## config.mk

```make
export PLATFORM = sky130hd
export DESIGN_NAME = srb_sfr_bank
export DESIGN_NICKNAME = d
export VERILOG_FILES = /design/src/inc/srb_pkg.sv /design/src/hdl/srb_sfr_bank.sv
export VERILOG_INCLUDE_DIRS = /design/src /design/src/inc
export SDC_FILE = /design/constraint.sdc
export NUM_CORES = 1
export LEC_CHECK = 0
export BUFFER_PORTS_ARGS = -buffer_cell sky130_fd_sc_hd__buf_4
export CAP_MARGIN = 5
export CORE_UTILIZATION = 30
export DETAILED_ROUTE_END_ITERATION = 8
export SLEW_MARGIN = 20
export SYNTH_ARGS = -nofsm -noshare
export SYNTH_HDL_FRONTEND = slang
export SYNTH_SLANG_ARGS = --single-unit
```

## constraint.sdc

```tcl
create_clock -name sys_clk -period 2 [get_ports sys_clk]
set_clock_uncertainty 0.2 [all_clocks]
set_input_delay 0.6 -clock sys_clk [delete_from_list [all_inputs] [get_ports sys_clk]]
set_output_delay 0.6 -clock sys_clk [all_outputs]
set_load 0.01 [all_outputs]
```

## src/inc/srb_consts.svh

```systemverilog
// address map, write masks, reset values and field positions of the register bank
`ifndef SRB_CONSTS_SVH
`define SRB_CONSTS_SVH

// ----------------------------------------------------------------------------
// plain registers: {address, implemented-bit mask, reset value}
// ----------------------------------------------------------------------------
`define SRB_REG_STKPTR   {8'h81, 8'hFF, 8'h07}
`define SRB_REG_P0MA     {8'h84, 8'hFF, 8'hFF}
`define SRB_REG_P0MB     {8'h85, 8'hFF, 8'h00}
`define SRB_REG_PWRCTL   {8'h87, 8'hDF, 8'h00}
`define SRB_REG_TCTL     {8'h88, 8'hFF, 8'h00}
`define SRB_REG_TMODE    {8'h89, 8'hFF, 8'h00}
`define SRB_REG_T0LO     {8'h8A, 8'hFF, 8'h00}
`define SRB_REG_T1LO     {8'h8B, 8'hFF, 8'h00}
`define SRB_REG_T0HI     {8'h8C, 8'hFF, 8'h00}
`define SRB_REG_T1HI     {8'h8D, 8'hFF, 8'h00}
`define SRB_REG_TAUX     {8'h8F, 8'h11, 8'h00}
`define SRB_REG_P1MA     {8'h91, 8'hDF, 8'hD3}
`define SRB_REG_P1MB     {8'h92, 8'hDF, 8'h00}
`define SRB_REG_SCTL     {8'h98, 8'hFF, 8'h00}
`define SRB_REG_SERBUF   {8'h99, 8'hFF, 8'h00}
`define SRB_REG_P2MA     {8'hA4, 8'hFF, 8'hFF}
`define SRB_REG_P2MB     {8'hA5, 8'hFF, 8'h00}
`define SRB_REG_SMADDR   {8'hA9, 8'hFF, 8'h00}
`define SRB_REG_P3MA     {8'hB1, 8'h03, 8'h03}
`define SRB_REG_P3MB     {8'hB2, 8'h03, 8'h00}
`define SRB_REG_PCEXT    {8'hB5, 8'hAE, 8'h00}
`define SRB_REG_SMMASK   {8'hB9, 8'hFF, 8'h00}
`define SRB_REG_SXSTAT   {8'hBA, 8'hFF, 8'h00}
`define SRB_REG_WDLOAD   {8'hC1, 8'hFF, 8'hFF}
`define SRB_REG_PSTAT    {8'hD0, 8'hFF, 8'h00}
`define SRB_REG_RTCCTL   {8'hD1, 8'hE3, 8'h60}
`define SRB_REG_RTCHI    {8'hD2, 8'hFF, 8'h00}
`define SRB_REG_RTCLO    {8'hD3, 8'hFF, 8'h00}
`define SRB_REG_SPISTAT  {8'hE1, 8'hC0, 8'h00}
`define SRB_REG_SPICTL   {8'hE2, 8'hFF, 8'h04}
`define SRB_REG_SPIDATA  {8'hE3, 8'hFF, 8'h00}
`define SRB_REG_P0INDIS  {8'hF6, 8'h3E, 8'h00}

// ----------------------------------------------------------------------------
// special registers
// ----------------------------------------------------------------------------
`define SRB_ADDR_TRIM    8'h96
`define SRB_ADDR_WDCTL   8'hA7
`define SRB_ADDR_FEED1   8'hC2
`define SRB_ADDR_FEED2   8'hC3
`define SRB_ADDR_RCAUSE  8'hDF
`define SRB_MASK_WDCTL   8'hE7
`define SRB_MASK_RCAUSE  8'h7F
`define SRB_RST_WDCTL    8'hE5
`define SRB_RST_RCAUSE   8'h30
`define SRB_RST_TRIM     8'h00
`define SRB_WD_TOF_BIT   1
`define SRB_RC_BOIRQ_BIT 6
`define SRB_RC_BORST_BIT 5
`define SRB_RC_BK_BIT    3
`define SRB_RC_WD_BIT    2
`define SRB_RC_SF_BIT    1
`define SRB_RC_EX_BIT    0

`endif

```

## src/inc/srb_pkg.sv

```systemverilog
// types shared by the register bank and its users
package srb_pkg;

    typedef struct packed {
        logic       wr;
        logic       rd;
        logic [7:0] addr;
        logic [7:0] wdata;
    } srb_bus_req_s;

    typedef struct packed {
        logic wdog;
        logic brownout;
        logic brk;
        logic software;
        logic external;
    } srb_reset_evt_s;

    typedef struct packed {
        logic [7:0] mode_a;
        logic [7:0] mode_b;
    } srb_port_mode_s;

    typedef struct packed {
        logic [2:0] watchdog_prescale_sel;
        logic [1:0] unused;
        logic       watchdog_run;
        logic       watchdog_timeout_flag;
        logic       watchdog_clock_select;
    } srb_wdog_ctl_s;

    typedef struct packed {
        logic       rc_clock_select;
        logic       clock_out_enable;
        logic [5:0] trim_value;
    } srb_trim_s;

    typedef struct packed {
        logic unused;
        logic brownout_irq_flag;
        logic brownout_reset_flag;
        logic power_on_flag;
        logic break_reset_flag;
        logic watchdog_reset_flag;
        logic software_reset_flag;
        logic external_reset_flag;
    } srb_reset_cause_s;

endpackage

```

## src/hdl/srb_sfr_bank.sv

```systemverilog
// special function register bank with per-source reset handling
`timescale 1ns/1ps
`include "srb_consts.svh"

module srb_sfr_bank
    import srb_pkg::*;
(
    input  wire logic             sys_clk,
    input  wire logic             rst_n,
    input  wire srb_bus_req_s     sfr_req,
    output logic [7:0]            sfr_rdata,
    input  wire srb_reset_evt_s   reset_evt,
    input  wire logic             brownout_irq,
    input  wire logic [7:0]       factory_trim,
    output srb_port_mode_s [3:0]  port_mode,
    output srb_wdog_ctl_s         wdog_ctl,
    output srb_trim_s             osc_trim,
    output srb_reset_cause_s      reset_cause,
    output logic [7:0]            rtc_ctl,
    output logic [7:0]            spi_ctl,
    output logic [7:0]            pwr_ctl_ext,
    output logic [7:0]            serial_ext_status,
    output logic [7:0]            timer_ctl,
    output logic [7:0]            timer_aux_mode,
    output logic [7:0]            port0_input_disable
);

    // ------------------------------------------------------------------------
    // register table
    // ------------------------------------------------------------------------
    localparam int NREG = 32;

    // reset values and masks carry the field layouts
    // and
    localparam logic [23:0] REG_TABLE [NREG] = '{
        `SRB_REG_STKPTR, `SRB_REG_P0MA,   `SRB_REG_P0MB,    `SRB_REG_PWRCTL,
        `SRB_REG_TCTL,   `SRB_REG_TMODE,  `SRB_REG_T0LO,    `SRB_REG_T1LO,
        `SRB_REG_T0HI,   `SRB_REG_T1HI,   `SRB_REG_TAUX,    `SRB_REG_P1MA,
        `SRB_REG_P1MB,   `SRB_REG_SCTL,   `SRB_REG_SERBUF,  `SRB_REG_P2MA,
        `SRB_REG_P2MB,   `SRB_REG_SMADDR, `SRB_REG_P3MA,    `SRB_REG_P3MB,
        `SRB_REG_PCEXT,  `SRB_REG_SMMASK, `SRB_REG_SXSTAT,  `SRB_REG_WDLOAD,
        `SRB_REG_PSTAT,  `SRB_REG_RTCCTL, `SRB_REG_RTCHI,   `SRB_REG_RTCLO,
        `SRB_REG_SPISTAT,`SRB_REG_SPICTL, `SRB_REG_SPIDATA, `SRB_REG_P0INDIS
    };

    localparam int IDX_P0MA   = 1;
    localparam int IDX_P0MB   = 2;
    localparam int IDX_TCTL   = 4;
    localparam int IDX_TAUX   = 10;
    localparam int IDX_P1MA   = 11;
    localparam int IDX_P1MB   = 12;
    localparam int IDX_P2MA   = 15;
    localparam int IDX_P2MB   = 16;
    localparam int IDX_P3MA   = 18;
    localparam int IDX_P3MB   = 19;
    localparam int IDX_PCEXT  = 20;
    localparam int IDX_SXSTAT = 22;
    localparam int IDX_RTCCTL = 25;
    localparam int IDX_SPICTL = 29;
    localparam int IDX_P0IND  = 31;

    // ------------------------------------------------------------------------
    // request decode
    // ------------------------------------------------------------------------
    logic              any_rst;
    logic              wr_trim;
    logic              wr_wdctl;
    logic              wr_rcause;
    logic [NREG-1:0]   wr_hit;
    logic [7:0]        rd_term [NREG];
    logic [7:0]        rd_plain;
    logic [7:0]        rdata_d;
    logic [7:0]        regs_q [NREG];
    logic [7:0]        rdata_q;
    logic              por_pending_q;
    srb_wdog_ctl_s     wdctl_q;
    srb_trim_s         trim_q;
    srb_reset_cause_s  rcause_q;
    srb_reset_cause_s  rcause_d;

    assign any_rst   = |reset_evt;
    assign wr_trim   = sfr_req.wr && (sfr_req.addr == `SRB_ADDR_TRIM);
    assign wr_wdctl  = sfr_req.wr && (sfr_req.addr == `SRB_ADDR_WDCTL);
    assign wr_rcause = sfr_req.wr && (sfr_req.addr == `SRB_ADDR_RCAUSE);

    // ------------------------------------------------------------------------
    // plain registers
    // ------------------------------------------------------------------------
    genvar gi;
    generate
        for (gi = 0; gi < NREG; gi++) begin : g_reg
            localparam logic [7:0] ADDR = REG_TABLE[gi][23:16];
            localparam logic [7:0] MASK = REG_TABLE[gi][15:8];
            localparam logic [7:0] RSTV = REG_TABLE[gi][7:0];

            assign wr_hit[gi]  = sfr_req.wr && (sfr_req.addr == ADDR);
            assign rd_term[gi] = (sfr_req.addr == ADDR) ? (regs_q[gi] & MASK) : 8'h00;

            // every reset source brings these back; unused bits never store
            always_ff @(posedge sys_clk or negedge rst_n) begin
                if (!rst_n) begin
                    regs_q[gi] <= RSTV;
                end else if (any_rst) begin
                    regs_q[gi] <= RSTV;
                end else if (wr_hit[gi]) begin
                    regs_q[gi] <= sfr_req.wdata & MASK;
                end
            end
        end
    endgenerate

    always_comb begin
        rd_plain = 8'h00;
        for (int i = 0; i < NREG; i++) begin
            rd_plain = rd_plain | rd_term[i];
        end
    end

    // ------------------------------------------------------------------------
    // power-on load of the factory trim
    // ------------------------------------------------------------------------
    // the strap is caught by a clocked edge after release, not by the reset
    always_ff @(posedge sys_clk or negedge rst_n) begin
        if (!rst_n) begin
            por_pending_q <= 1'b1;
        end else begin
            por_pending_q <= 1'b0;
        end
    end

    // ------------------------------------------------------------------------
    // oscillator trim
    // ------------------------------------------------------------------------
    always_ff @(posedge sys_clk or negedge rst_n) begin
        if (!rst_n) begin
            trim_q <= srb_trim_s'(`SRB_RST_TRIM);
        end else if (por_pending_q || reset_evt.wdog) begin
            trim_q <= srb_trim_s'(factory_trim);
        end else if (wr_trim) begin
            trim_q <= srb_trim_s'(sfr_req.wdata);
        end
    end

    // ------------------------------------------------------------------------
    // watchdog control
    // ------------------------------------------------------------------------
    always_ff @(posedge sys_clk or negedge rst_n) begin
        if (!rst_n) begin
            wdctl_q <= srb_wdog_ctl_s'(`SRB_RST_WDCTL);
        end else if (reset_evt.wdog) begin
            wdctl_q <= srb_wdog_ctl_s'(`SRB_RST_WDCTL);
            wdctl_q.watchdog_timeout_flag <= 1'b1;
        end else if (wr_wdctl) begin
            // other reset sources fall through and leave it alone
            wdctl_q <= srb_wdog_ctl_s'(sfr_req.wdata & `SRB_MASK_WDCTL);
        end
    end

    // ------------------------------------------------------------------------
    // reset cause
    // ------------------------------------------------------------------------
    // hardware sets win over a software write in the same cycle
    always_comb begin
        rcause_d = rcause_q;
        if (wr_rcause) begin
            rcause_d = srb_reset_cause_s'(sfr_req.wdata & `SRB_MASK_RCAUSE);
        end
        if (reset_evt.brownout) begin
            rcause_d.brownout_reset_flag = 1'b1;
        end
        if (reset_evt.brk) begin
            rcause_d.break_reset_flag = 1'b1;
        end
        if (reset_evt.wdog) begin
            rcause_d.watchdog_reset_flag = 1'b1;
        end
        if (reset_evt.software) begin
            rcause_d.software_reset_flag = 1'b1;
        end
        if (reset_evt.external) begin
            rcause_d.external_reset_flag = 1'b1;
        end
        if (brownout_irq) begin
            rcause_d.brownout_irq_flag = 1'b1;
        end
        rcause_d.unused = 1'b0;
    end

    always_ff @(posedge sys_clk or negedge rst_n) begin
        if (!rst_n) begin
            rcause_q <= srb_reset_cause_s'(`SRB_RST_RCAUSE);
        end else begin
            rcause_q <= rcause_d;
        end
    end

    // ------------------------------------------------------------------------
    // read port
    // ------------------------------------------------------------------------
    // feed registers are write-only and read as zero, as do unmapped addresses
    always_comb begin
        case (sfr_req.addr)
            `SRB_ADDR_TRIM:   rdata_d = trim_q;
            `SRB_ADDR_WDCTL:  rdata_d = wdctl_q & `SRB_MASK_WDCTL;
            `SRB_ADDR_RCAUSE: rdata_d = rcause_q & `SRB_MASK_RCAUSE;
            default:          rdata_d = rd_plain;
        endcase
    end

    always_ff @(posedge sys_clk or negedge rst_n) begin
        if (!rst_n) begin
            rdata_q <= 8'h00;
        end else if (sfr_req.rd) begin
            rdata_q <= rdata_d;
        end
    end

    // ------------------------------------------------------------------------
    // outputs
    // ------------------------------------------------------------------------
    assign sfr_rdata           = rdata_q;
    assign port_mode[0]        = {regs_q[IDX_P0MA], regs_q[IDX_P0MB]};
    assign port_mode[1]        = {regs_q[IDX_P1MA], regs_q[IDX_P1MB]};
    assign port_mode[2]        = {regs_q[IDX_P2MA], regs_q[IDX_P2MB]};
    assign port_mode[3]        = {regs_q[IDX_P3MA], regs_q[IDX_P3MB]};
    assign wdog_ctl            = wdctl_q;
    assign osc_trim            = trim_q;
    assign reset_cause         = rcause_q;
    assign rtc_ctl             = regs_q[IDX_RTCCTL];
    assign spi_ctl             = regs_q[IDX_SPICTL];
    assign pwr_ctl_ext         = regs_q[IDX_PCEXT];
    assign serial_ext_status   = regs_q[IDX_SXSTAT];
    assign timer_ctl           = regs_q[IDX_TCTL];
    assign timer_aux_mode      = regs_q[IDX_TAUX];
    assign port0_input_disable = regs_q[IDX_P0IND];

    // ------------------------------------------------------------------------
    // assertions
    // ------------------------------------------------------------------------
    property p_ports_input_after_por;
        @(posedge sys_clk) disable iff (!rst_n)
        por_pending_q |-> (port_mode[0] == 16'hFF00) && (port_mode[1] == 16'hD300)
            && (port_mode[2] == 16'hFF00) && (port_mode[3] == 16'h0300);
    endproperty
    a_ports_input_after_por: assert property (p_ports_input_after_por)
        else $error("port modes not at input-only reset values");

    property p_wdog_reset_value;
        @(posedge sys_clk) disable iff (!rst_n)
        reset_evt.wdog |=> (wdog_ctl == 8'hE7);
    endproperty
    a_wdog_reset_value: assert property (p_wdog_reset_value)
        else $error("watchdog control wrong after watchdog reset");

    property p_wdog_untouched;
        @(posedge sys_clk) disable iff (!rst_n)
        (any_rst && !reset_evt.wdog && !sfr_req.wr && !por_pending_q)
            |=> $stable(wdog_ctl) && $stable(osc_trim);
    endproperty
    a_wdog_untouched: assert property (p_wdog_untouched)
        else $error("other reset changed watchdog control or trim");

    property p_timeout_flag;
        @(posedge sys_clk) disable iff (!rst_n)
        reset_evt.wdog ##1 (!reset_evt.wdog && !wr_wdctl)[*2]
            |-> wdog_ctl.watchdog_timeout_flag;
    endproperty
    a_timeout_flag: assert property (p_timeout_flag)
        else $error("timeout flag lost after watchdog reset");

    property p_trim_load;
        @(posedge sys_clk) disable iff (!rst_n)
        reset_evt.wdog |=> (osc_trim == $past(factory_trim));
    endproperty
    a_trim_load: assert property (p_trim_load)
        else $error("trim not loaded from factory value");

    property p_cause_recorded;
        @(posedge sys_clk) disable iff (!rst_n)
        (reset_evt.external || brownout_irq) |=> (reset_cause.external_reset_flag
            || !$past(reset_evt.external))
            && (reset_cause.brownout_irq_flag || !$past(brownout_irq));
    endproperty
    a_cause_recorded: assert property (p_cause_recorded)
        else $error("reset cause event lost");

    property p_common_reset;
        @(posedge sys_clk) disable iff (!rst_n)
        any_rst |=> (rtc_ctl == 8'h60) && (spi_ctl == 8'h04) && (pwr_ctl_ext == 8'h00)
            && (serial_ext_status == 8'h00) && (timer_aux_mode == 8'h00);
    endproperty
    a_common_reset: assert property (p_common_reset)
        else $error("control registers not at reset values");

    property p_unimpl_zero;
        @(posedge sys_clk) disable iff (!rst_n)
        (sfr_req.rd && sfr_req.addr == 8'hF6) |=> (sfr_rdata[7:6] == 2'b00)
            && !sfr_rdata[0] && (port0_input_disable[7:6] == 2'b00);
    endproperty
    a_unimpl_zero: assert property (p_unimpl_zero)
        else $error("unimplemented input disable bits not zero");

    property p_cause_top_zero;
        @(posedge sys_clk) disable iff (!rst_n)
        (sfr_req.rd && sfr_req.addr == `SRB_ADDR_RCAUSE) |=> !sfr_rdata[7];
    endproperty
    a_cause_top_zero: assert property (p_cause_top_zero)
        else $error("reset cause top bit not zero");

    property p_por_flags;
        @(posedge sys_clk) disable iff (!rst_n)
        por_pending_q |-> (reset_cause == `SRB_RST_RCAUSE) && (wdog_ctl == `SRB_RST_WDCTL);
    endproperty
    a_por_flags: assert property (p_por_flags)
        else $error("power-on values of reset cause or watchdog control wrong");

    property p_por_trim;
        @(posedge sys_clk) disable iff (!rst_n)
        por_pending_q |=> (osc_trim == $past(factory_trim));
    endproperty
    a_por_trim: assert property (p_por_trim)
        else $error("trim not loaded from factory value after power-on");

    property p_wdog_cause;
        @(posedge sys_clk) disable iff (!rst_n)
        reset_evt.wdog |=> reset_cause.watchdog_reset_flag && wdog_ctl.watchdog_run;
    endproperty
    a_wdog_cause: assert property (p_wdog_cause)
        else $error("watchdog reset not recorded");

    property p_ports_reset;
        @(posedge sys_clk) disable iff (!rst_n)
        any_rst |=> (port_mode[0] == 16'hFF00) && (port_mode[1] == 16'hD300)
            && (port_mode[2] == 16'hFF00) && (port_mode[3] == 16'h0300);
    endproperty
    a_ports_reset: assert property (p_ports_reset)
        else $error("port modes not at reset values after reset event");

    property p_timer_ctl_reset;
        @(posedge sys_clk) disable iff (!rst_n)
        any_rst |=> (timer_ctl == 8'h00) && (port0_input_disable == 8'h00);
    endproperty
    a_timer_ctl_reset: assert property (p_timer_ctl_reset)
        else $error("timer control or input disable not cleared by reset");

    property p_aux_masked;
        @(posedge sys_clk) disable iff (!rst_n)
        (sfr_req.wr && (sfr_req.addr == 8'h8F) && !any_rst)
            |=> (timer_aux_mode == ($past(sfr_req.wdata) & 8'h11));
    endproperty
    a_aux_masked: assert property (p_aux_masked)
        else $error("timer aux mode stored unimplemented bits");

    property p_input_disable_masked;
        @(posedge sys_clk) disable iff (!rst_n)
        (sfr_req.wr && (sfr_req.addr == 8'hF6) && !any_rst)
            |=> (port0_input_disable == ($past(sfr_req.wdata) & 8'h3E));
    endproperty
    a_input_disable_masked: assert property (p_input_disable_masked)
        else $error("input disable stored unimplemented bits");

endmodule // srb_sfr_bank

```

After elaboration in Yosys (flattened, before gate mapping). Index checks and enable logic that the tools add are counted.

Bits in registers: 288. Output and inout port bits: 152. Input bits: 34.

Reductions and logical operators: 77. Equality and inequality tests: 35. Multiplexer cells: 108. Bitwise gates (word level): 31.

Operators with widths (number): two-way mux 8 bit (96); == test 8 bit (second input constant) (35); bitwise OR 8 bit (27); nonzero test 2 bit (40); logical AND 1 bit (35); case mux 8 bit (3 select lines) (1); bitwise OR 8 x 2 -> 8 bit (2); bitwise OR 8 x 5 -> 8 bit (1); bitwise OR 8 x 6 -> 8 bit (1); two-way mux 7 bit (1); two-way mux 1 bit (6); two-way mux 6 bit (1); two-way mux 5 bit (1); OR reduction 5 bit (1); two-way mux 2 bit (2); logical OR 1 bit (1).

Logic depth before layout (Yosys ltp).
Depth after elaboration: 34. Depth in mapped cells: 9. Mapped depth without buffers: 6.

Worst setup path after synthesis. Ideal clock, no wire load.

Kind: input-to-reg. Start point: input port sfr_req[13] in the netlist's numbering. End point: register rdata_q[7] (netlist: sfr_rdata[7]). Data required time: 1674 ps. Path slack: -510 ps. Path buffers: 2. Cell stages on the path: 8. Data arrival time: 2184 ps. Cell sequence: buf_4 -> nor2b_4 -> and2_4 -> buf_6 -> a32oi_1 -> o22ai_1 -> or4_1 -> o32a_1.

Cells in the longest elaborated chain, start to end: 34. Elaborated cells between the ends (all ways): 91. Those cells by class: eq/ne (31); mux (29); bitwise (31).

Ends and longest elaborated chain: from (decl) (RTL line srb_sfr_bank.sv:10) `input wire srb_bus_req_s sfr_req,`; == test 8 bit (RTL line srb_sfr_bank.sv:97) `assign rd_term[gi] = (sfr_req.addr == ADDR) ? (regs_q[gi] & MASK) : 8'h00;`; two-way mux 8 bit (RTL line srb_sfr_bank.sv:97); bitwise OR 8 bit (9 in series) (RTL line srb_sfr_bank.sv:115) `rd_plain = rd_plain | rd_term[i];`; bitwise OR 8 x 5 -> 8 bit (RTL line srb_sfr_bank.sv:115); bitwise OR 8 bit (7 in series) (RTL line srb_sfr_bank.sv:115); bitwise OR 8 x 2 -> 8 bit (2 in series) (RTL line srb_sfr_bank.sv:115); bitwise OR 8 bit (11 in series) (RTL line srb_sfr_bank.sv:115); bitwise OR 8 x 6 -> 8 bit (RTL line srb_sfr_bank.sv:115); case mux 8 bit (3 select lines) * (RTL line srb_sfr_bank.sv:202) `case (sfr_req.addr)`; to (signal assigned) (RTL line srb_sfr_bank.sv:214) `rdata_q <= rdata_d;`; to (decl) (RTL line srb_sfr_bank.sv:74) `logic [7:0] rdata_q;`.

Every way passes the cells marked *; elsewhere a longest branch is shown, timed or not. A chain may end at the register's enable or synchronous reset.

Final worst setup path.
Start point: register regs_q (netlist bit port_mode[23]). End point: register rdata_q[7] (netlist: sfr_rdata[7]).

Cells in the longest elaborated chain, start to end: 22.

Ends and longest elaborated chain: from (decl) (RTL line srb_sfr_bank.sv:73) `logic [7:0] regs_q [NREG];`; from (signal, indexed assignment) (RTL line srb_sfr_bank.sv:106) `regs_q[gi] <= sfr_req.wdata & MASK;`; two-way mux 8 bit (RTL line srb_sfr_bank.sv:97); bitwise OR 8 bit (6 in series) (RTL line srb_sfr_bank.sv:115); bitwise OR 8 x 2 -> 8 bit (2 in series) (RTL line srb_sfr_bank.sv:115); bitwise OR 8 bit (11 in series) (RTL line srb_sfr_bank.sv:115); bitwise OR 8 x 6 -> 8 bit (RTL line srb_sfr_bank.sv:115); case mux 8 bit (3 select lines) (RTL line srb_sfr_bank.sv:202).

No other way between the ends.

==> impl_metrics.env <==
export IMPL_hold_violations=0
export IMPL_power_per_cell_area_nw_per_um2=614
export IMPL_slowest_delay_ps=430
export IMPL_clock_buffer_count_from_cts=29
export IMPL_clkSinkCount=250
export IMPL_reg2reg_slack_ps=-120
export IMPL_clock_tree_root_buffer_cell="sky130_fd_sc_hd__clkbuf_16"
export IMPL_start_util=0.306
export IMPL_postRouteAntennaNets=0
export IMPL_crit_chain="mux2_4 > a32oi_1 > buf_4 > o22ai_2 > or4_4 > o32a_1"
export IMPL_fin_ws_ps=-121
export IMPL_grt_max_degree=49
export IMPL_maxCapViolCount=0
export IMPL_clk_latency_ps=570
export IMPL_cts_htree_levels=1
export IMPL_cts_tree="built"
export IMPL_route_detailed_vias_per_inst=5.30
export IMPL_place_worst_setup_slack_ps=-920
export IMPL_wl_um=58400
export IMPL_timing_fmax_ghz=0.472
export IMPL_placed_cells=2250
export IMPL_layout_drive_gt1_share=0.410
export IMPL_diodes=0
export IMPL_grt_pass1_wl_um=84800
export IMPL_number_of_buffers_on_the_longest_clock_path=3
export IMPL_fp_coreArea_um2=44600
export IMPL_power_total_w=0.0117
export IMPL_finalWeightedCongestion=0.987
export IMPL_gate_count_post_synth=1452
export IMPL_flow_area_growth_from_synthesis_pct=40.0
export IMPL_worst_path_max_fanout=2
export IMPL_die_height_um=215
export IMPL_end_kind="flip-flop"
export IMPL_drt_initial_drc_count=1116
export IMPL_hold_path_startpoint="brownout_irq"
export IMPL_min_delay_path_depth=2
export IMPL_slew_violations=0
export IMPL_synth_edf_count=0
export IMPL_yosys_register_bits=250
export IMPL_dpl_instance_area_um2=17000
export IMPL_cp_data_arrival_time_ps=2370
export IMPL_timing_final_crit_share=1.06
export IMPL_yosysWarningCount=0
export IMPL_fin_tns_setup_ps=-872
export IMPL_yosysUniqueCellTypes=67
export IMPL_ir_worst_vdd_uv=504
export IMPL_synth_seq_area_share=0.462
export IMPL_cellLeakagePower_nw=8.83
export IMPL_worstMarginPinSlew_ps=638
export IMPL_ff2ff_path_depth=6
export IMPL_fin_cells=2359
export IMPL_dieArea_um2=46400
export IMPL_status="complete, but fails checks"
export IMPL_die_w_um=215
export IMPL_hold_path_end="reset_cause[6]"
export IMPL_synth_main_ff_cell="sky130_fd_sc_hd__dfrtp_1"
export IMPL_drcViolationCount=0
export IMPL_grt_antenna_before_repair=0
export IMPL_io_pin_count=186
export IMPL_worstSetupStartpoint="port_mode[23]"
export IMPL_detailedRoute_firstPassIterationCount=8
export IMPL_grt_setup_unrepaired="true"
export IMPL_final_nets=1779
export IMPL_synthArstFlopShare=1.00
export IMPL_postLayoutCellArea_um2=19100
export IMPL_cts_clk_slew_worst_paths_ps=70
export IMPL_synthesis_area_um2=13700
export IMPL_grt_pass1_vias=12200
export IMPL_period_minus_slack_ps=2120
export IMPL_rr_startpoint="port_mode[23]"
export IMPL_buffer_ports_inserted=153
export IMPL_post_detail_place_hpwl_um=42900
export IMPL_maxSlewHeadroom=0.574
export IMPL_timing_critical_path_slowest_stage_cell="sky130_fd_sc_hd__dfrtp_1"
export IMPL_vias=12500
export IMPL_hold_path_class="input port to flip-flop"
export IMPL_criticalPathCategory="flip-flop to flip-flop"
export IMPL_finalSetupViolations=39
export IMPL_core_rowCount=77
export IMPL_globalRouteTotalUtil=0.248
export IMPL_req_time_crit_path_ps=2250
export IMPL_crit_path_start_kind="flip-flop"
export IMPL_capturing_point_of_the_worst_reg2reg_path="sfr_rdata[7]"
export IMPL_gr_total_overflow=0
export IMPL_violations="setup timing"
export IMPL_synth_avg_cell_area_um2=9.41
export IMPL_wl_per_cell_um=24.8
==> state kept, by name, summed over array words and instances, names as in the netlist, 6 cells and up <==
name and count:
osc_trim 8, port_mode 50, regs_q 129, reset_cause 7, serial_ext_status 8, sfr_rdata 8, spi_ctl 8, timer_ctl 8
wdog_ctl 6
==> kinds of logic after synthesis <==
logic type / share of synthesized area
flip-flops: 0.462
AO/OA/AOI/OAI: 0.107
other: 0.000274
AND/OR/NAND/NOR: 0.186
multiplexers: 0.141
buffers and inverters: 0.104
==> worst max path at each step <==
stage,end,cells past startpoint,slack [ps]
2_1_floorplan,sfr_rdata[7],7,-330
3_3_place_gp,sfr_rdata[0],8,-1000
3_5_place_dp,sfr_rdata[0],8,-920
4_1_cts,port_mode[23],2,-100
5_1_grt,sfr_rdata[7],6,-150
6_report,sfr_rdata[7],6,-120
==> cell usage in the layout, fill, tap and decap left out, types with 6 or more instances in the layout <==
| master | netlist | final |
|---|---|---|
| sky130_fd_sc_hd__nand3_1 | 102 | 88 |
| sky130_fd_sc_hd__clkbuf_1 | 72 | 10 |
| sky130_fd_sc_hd__a31oi_1 | 10 | 7 |
| sky130_fd_sc_hd__a21oi_1 | 74 | 71 |
| sky130_fd_sc_hd__mux2_2 | 22 | 19 |
| sky130_fd_sc_hd__a211o_1 | 12 | 12 |
| sky130_fd_sc_hd__clkbuf_16 | 0 | 29 |
| sky130_fd_sc_hd__nor2_4 | 0 | 9 |
| sky130_fd_sc_hd__nor3_1 | 14 | 6 |
| sky130_fd_sc_hd__dfrtp_2 | 0 | 26 |
| sky130_fd_sc_hd__o21ai_0 | 31 | 28 |
| sky130_fd_sc_hd__nand2_4 | 0 | 6 |
| sky130_fd_sc_hd__dfrtp_1 | 205 | 179 |
| sky130_fd_sc_hd__dfstp_2 | 45 | 45 |
| sky130_fd_sc_hd__nand2_1 | 194 | 180 |
| sky130_fd_sc_hd__nor2_1 | 154 | 142 |
| sky130_fd_sc_hd__nand2_2 | 0 | 8 |
| sky130_fd_sc_hd__buf_4 | 126 | 361 |
| sky130_fd_sc_hd__clkbuf_8 | 0 | 7 |
| sky130_fd_sc_hd__a22o_1 | 12 | 12 |
| sky130_fd_sc_hd__mux2i_1 | 164 | 161 |
| sky130_fd_sc_hd__o22ai_1 | 14 | 6 |
| sky130_fd_sc_hd__buf_6 | 2 | 64 |
| sky130_fd_sc_hd__nor2b_1 | 16 | 13 |
| sky130_fd_sc_hd__nor3_4 | 1 | 6 |
| sky130_fd_sc_hd__buf_12 | 0 | 34 |
| sky130_fd_sc_hd__a22oi_1 | 29 | 24 |
| sky130_fd_sc_hd__nand4_1 | 9 | 9 |
| sky130_fd_sc_hd__conb_1 | 1 | 33 |
| sky130_fd_sc_hd__a32oi_1 | 12 | 7 |
| sky130_fd_sc_hd__and3_1 | 13 | 9 |
| sky130_fd_sc_hd__nand3_4 | 0 | 11 |
| sky130_fd_sc_hd__nor3_2 | 4 | 7 |
==> metrics by stage <==
| stage | hold slack [ps] | util |
|---|---|---|
| after detailed placement | 276 | 0.381 |
| after CTS | 14.0 | 0.419 |
| after floorplan | 104 | - |
| after global placement | 276 | 0.381 |
| final | 34.3 | 0.429 |
| after global routing | 20.2 | 0.429 |
==> final cells by class <==
type,instances,area (um2)
timing repair buffer,466,4240
clock inverter,7,78.8
multi-input combinational,995,6860
sequential,250,6340
tap,592,741
clock buffer,46,860
inverter,3,11.3
fill,4325,25500
==> power breakdown <==
group          switching (W)  internal (W)  leakage [nW]
logic               0.000794      0.000514          5.14
registers          0.0000418       0.00510          3.24
clock network        0.00222       0.00307         0.459
==> synthesized netlist by cell type, drive strengths merged (3+ instances only) <==
cell | count | area [um2]
a32o | 3 | 30.0
nor4bb | 4 | 46.3
dfrtp | 205 | 5130
nor4 | 8 | 50.1
a22oi | 29 | 218
nand3b | 5 | 37.5
a32oi | 12 | 105
mux2 | 23 | 263
nand2b | 7 | 43.8
mux2i | 164 | 1640
nor2 | 155 | 584
nand2 | 194 | 728
a211o | 12 | 105
nor2b | 17 | 114
nand4b | 3 | 26.3
clkbuf | 73 | 275
dfstp | 45 | 1180
a21oi | 74 | 370
nand4 | 9 | 56.3
nand3 | 104 | 531
and3 | 13 | 81.3
o21ai | 31 | 155
buf | 163 | 1130
a31oi | 10 | 62.6
and2 | 6 | 40.0
nor3 | 19 | 126
inv | 3 | 11.3
o22ai | 14 | 87.6
a22o | 12 | 105
o2111ai | 3 | 26.3
==> layer usage <==
metal  global-route usage  vias to the layer above  wire length, um  part of all wire
met5                    0                        -                0                 0
met4               0.0657                        0             1400             0.024
met3               0.0475                       71             4380             0.075
met2                0.374                      566            26000              0.44
met1                0.359                     6316            26700              0.46
li1                     -                     5541                -                 -
==> what timing repair did <==
item,CTS,global route
setup endpoints to repair,126,150
gates resized for setup,114,79
setup buffers,47,14
endpoints found under the hold margin,23,0
gates cloned,1,0
pin swaps,16,24
hold buffers,1,0
==> worst max-delay path: cells and delay by family, from the launching register on <==
kind            cells  cell delay, ps
compound gates      3             520
flops               1             430
simple gates        1             410
mux                 1             300
buf+inv             1             140
Note: power is estimated with default switching activity, not from simulation.
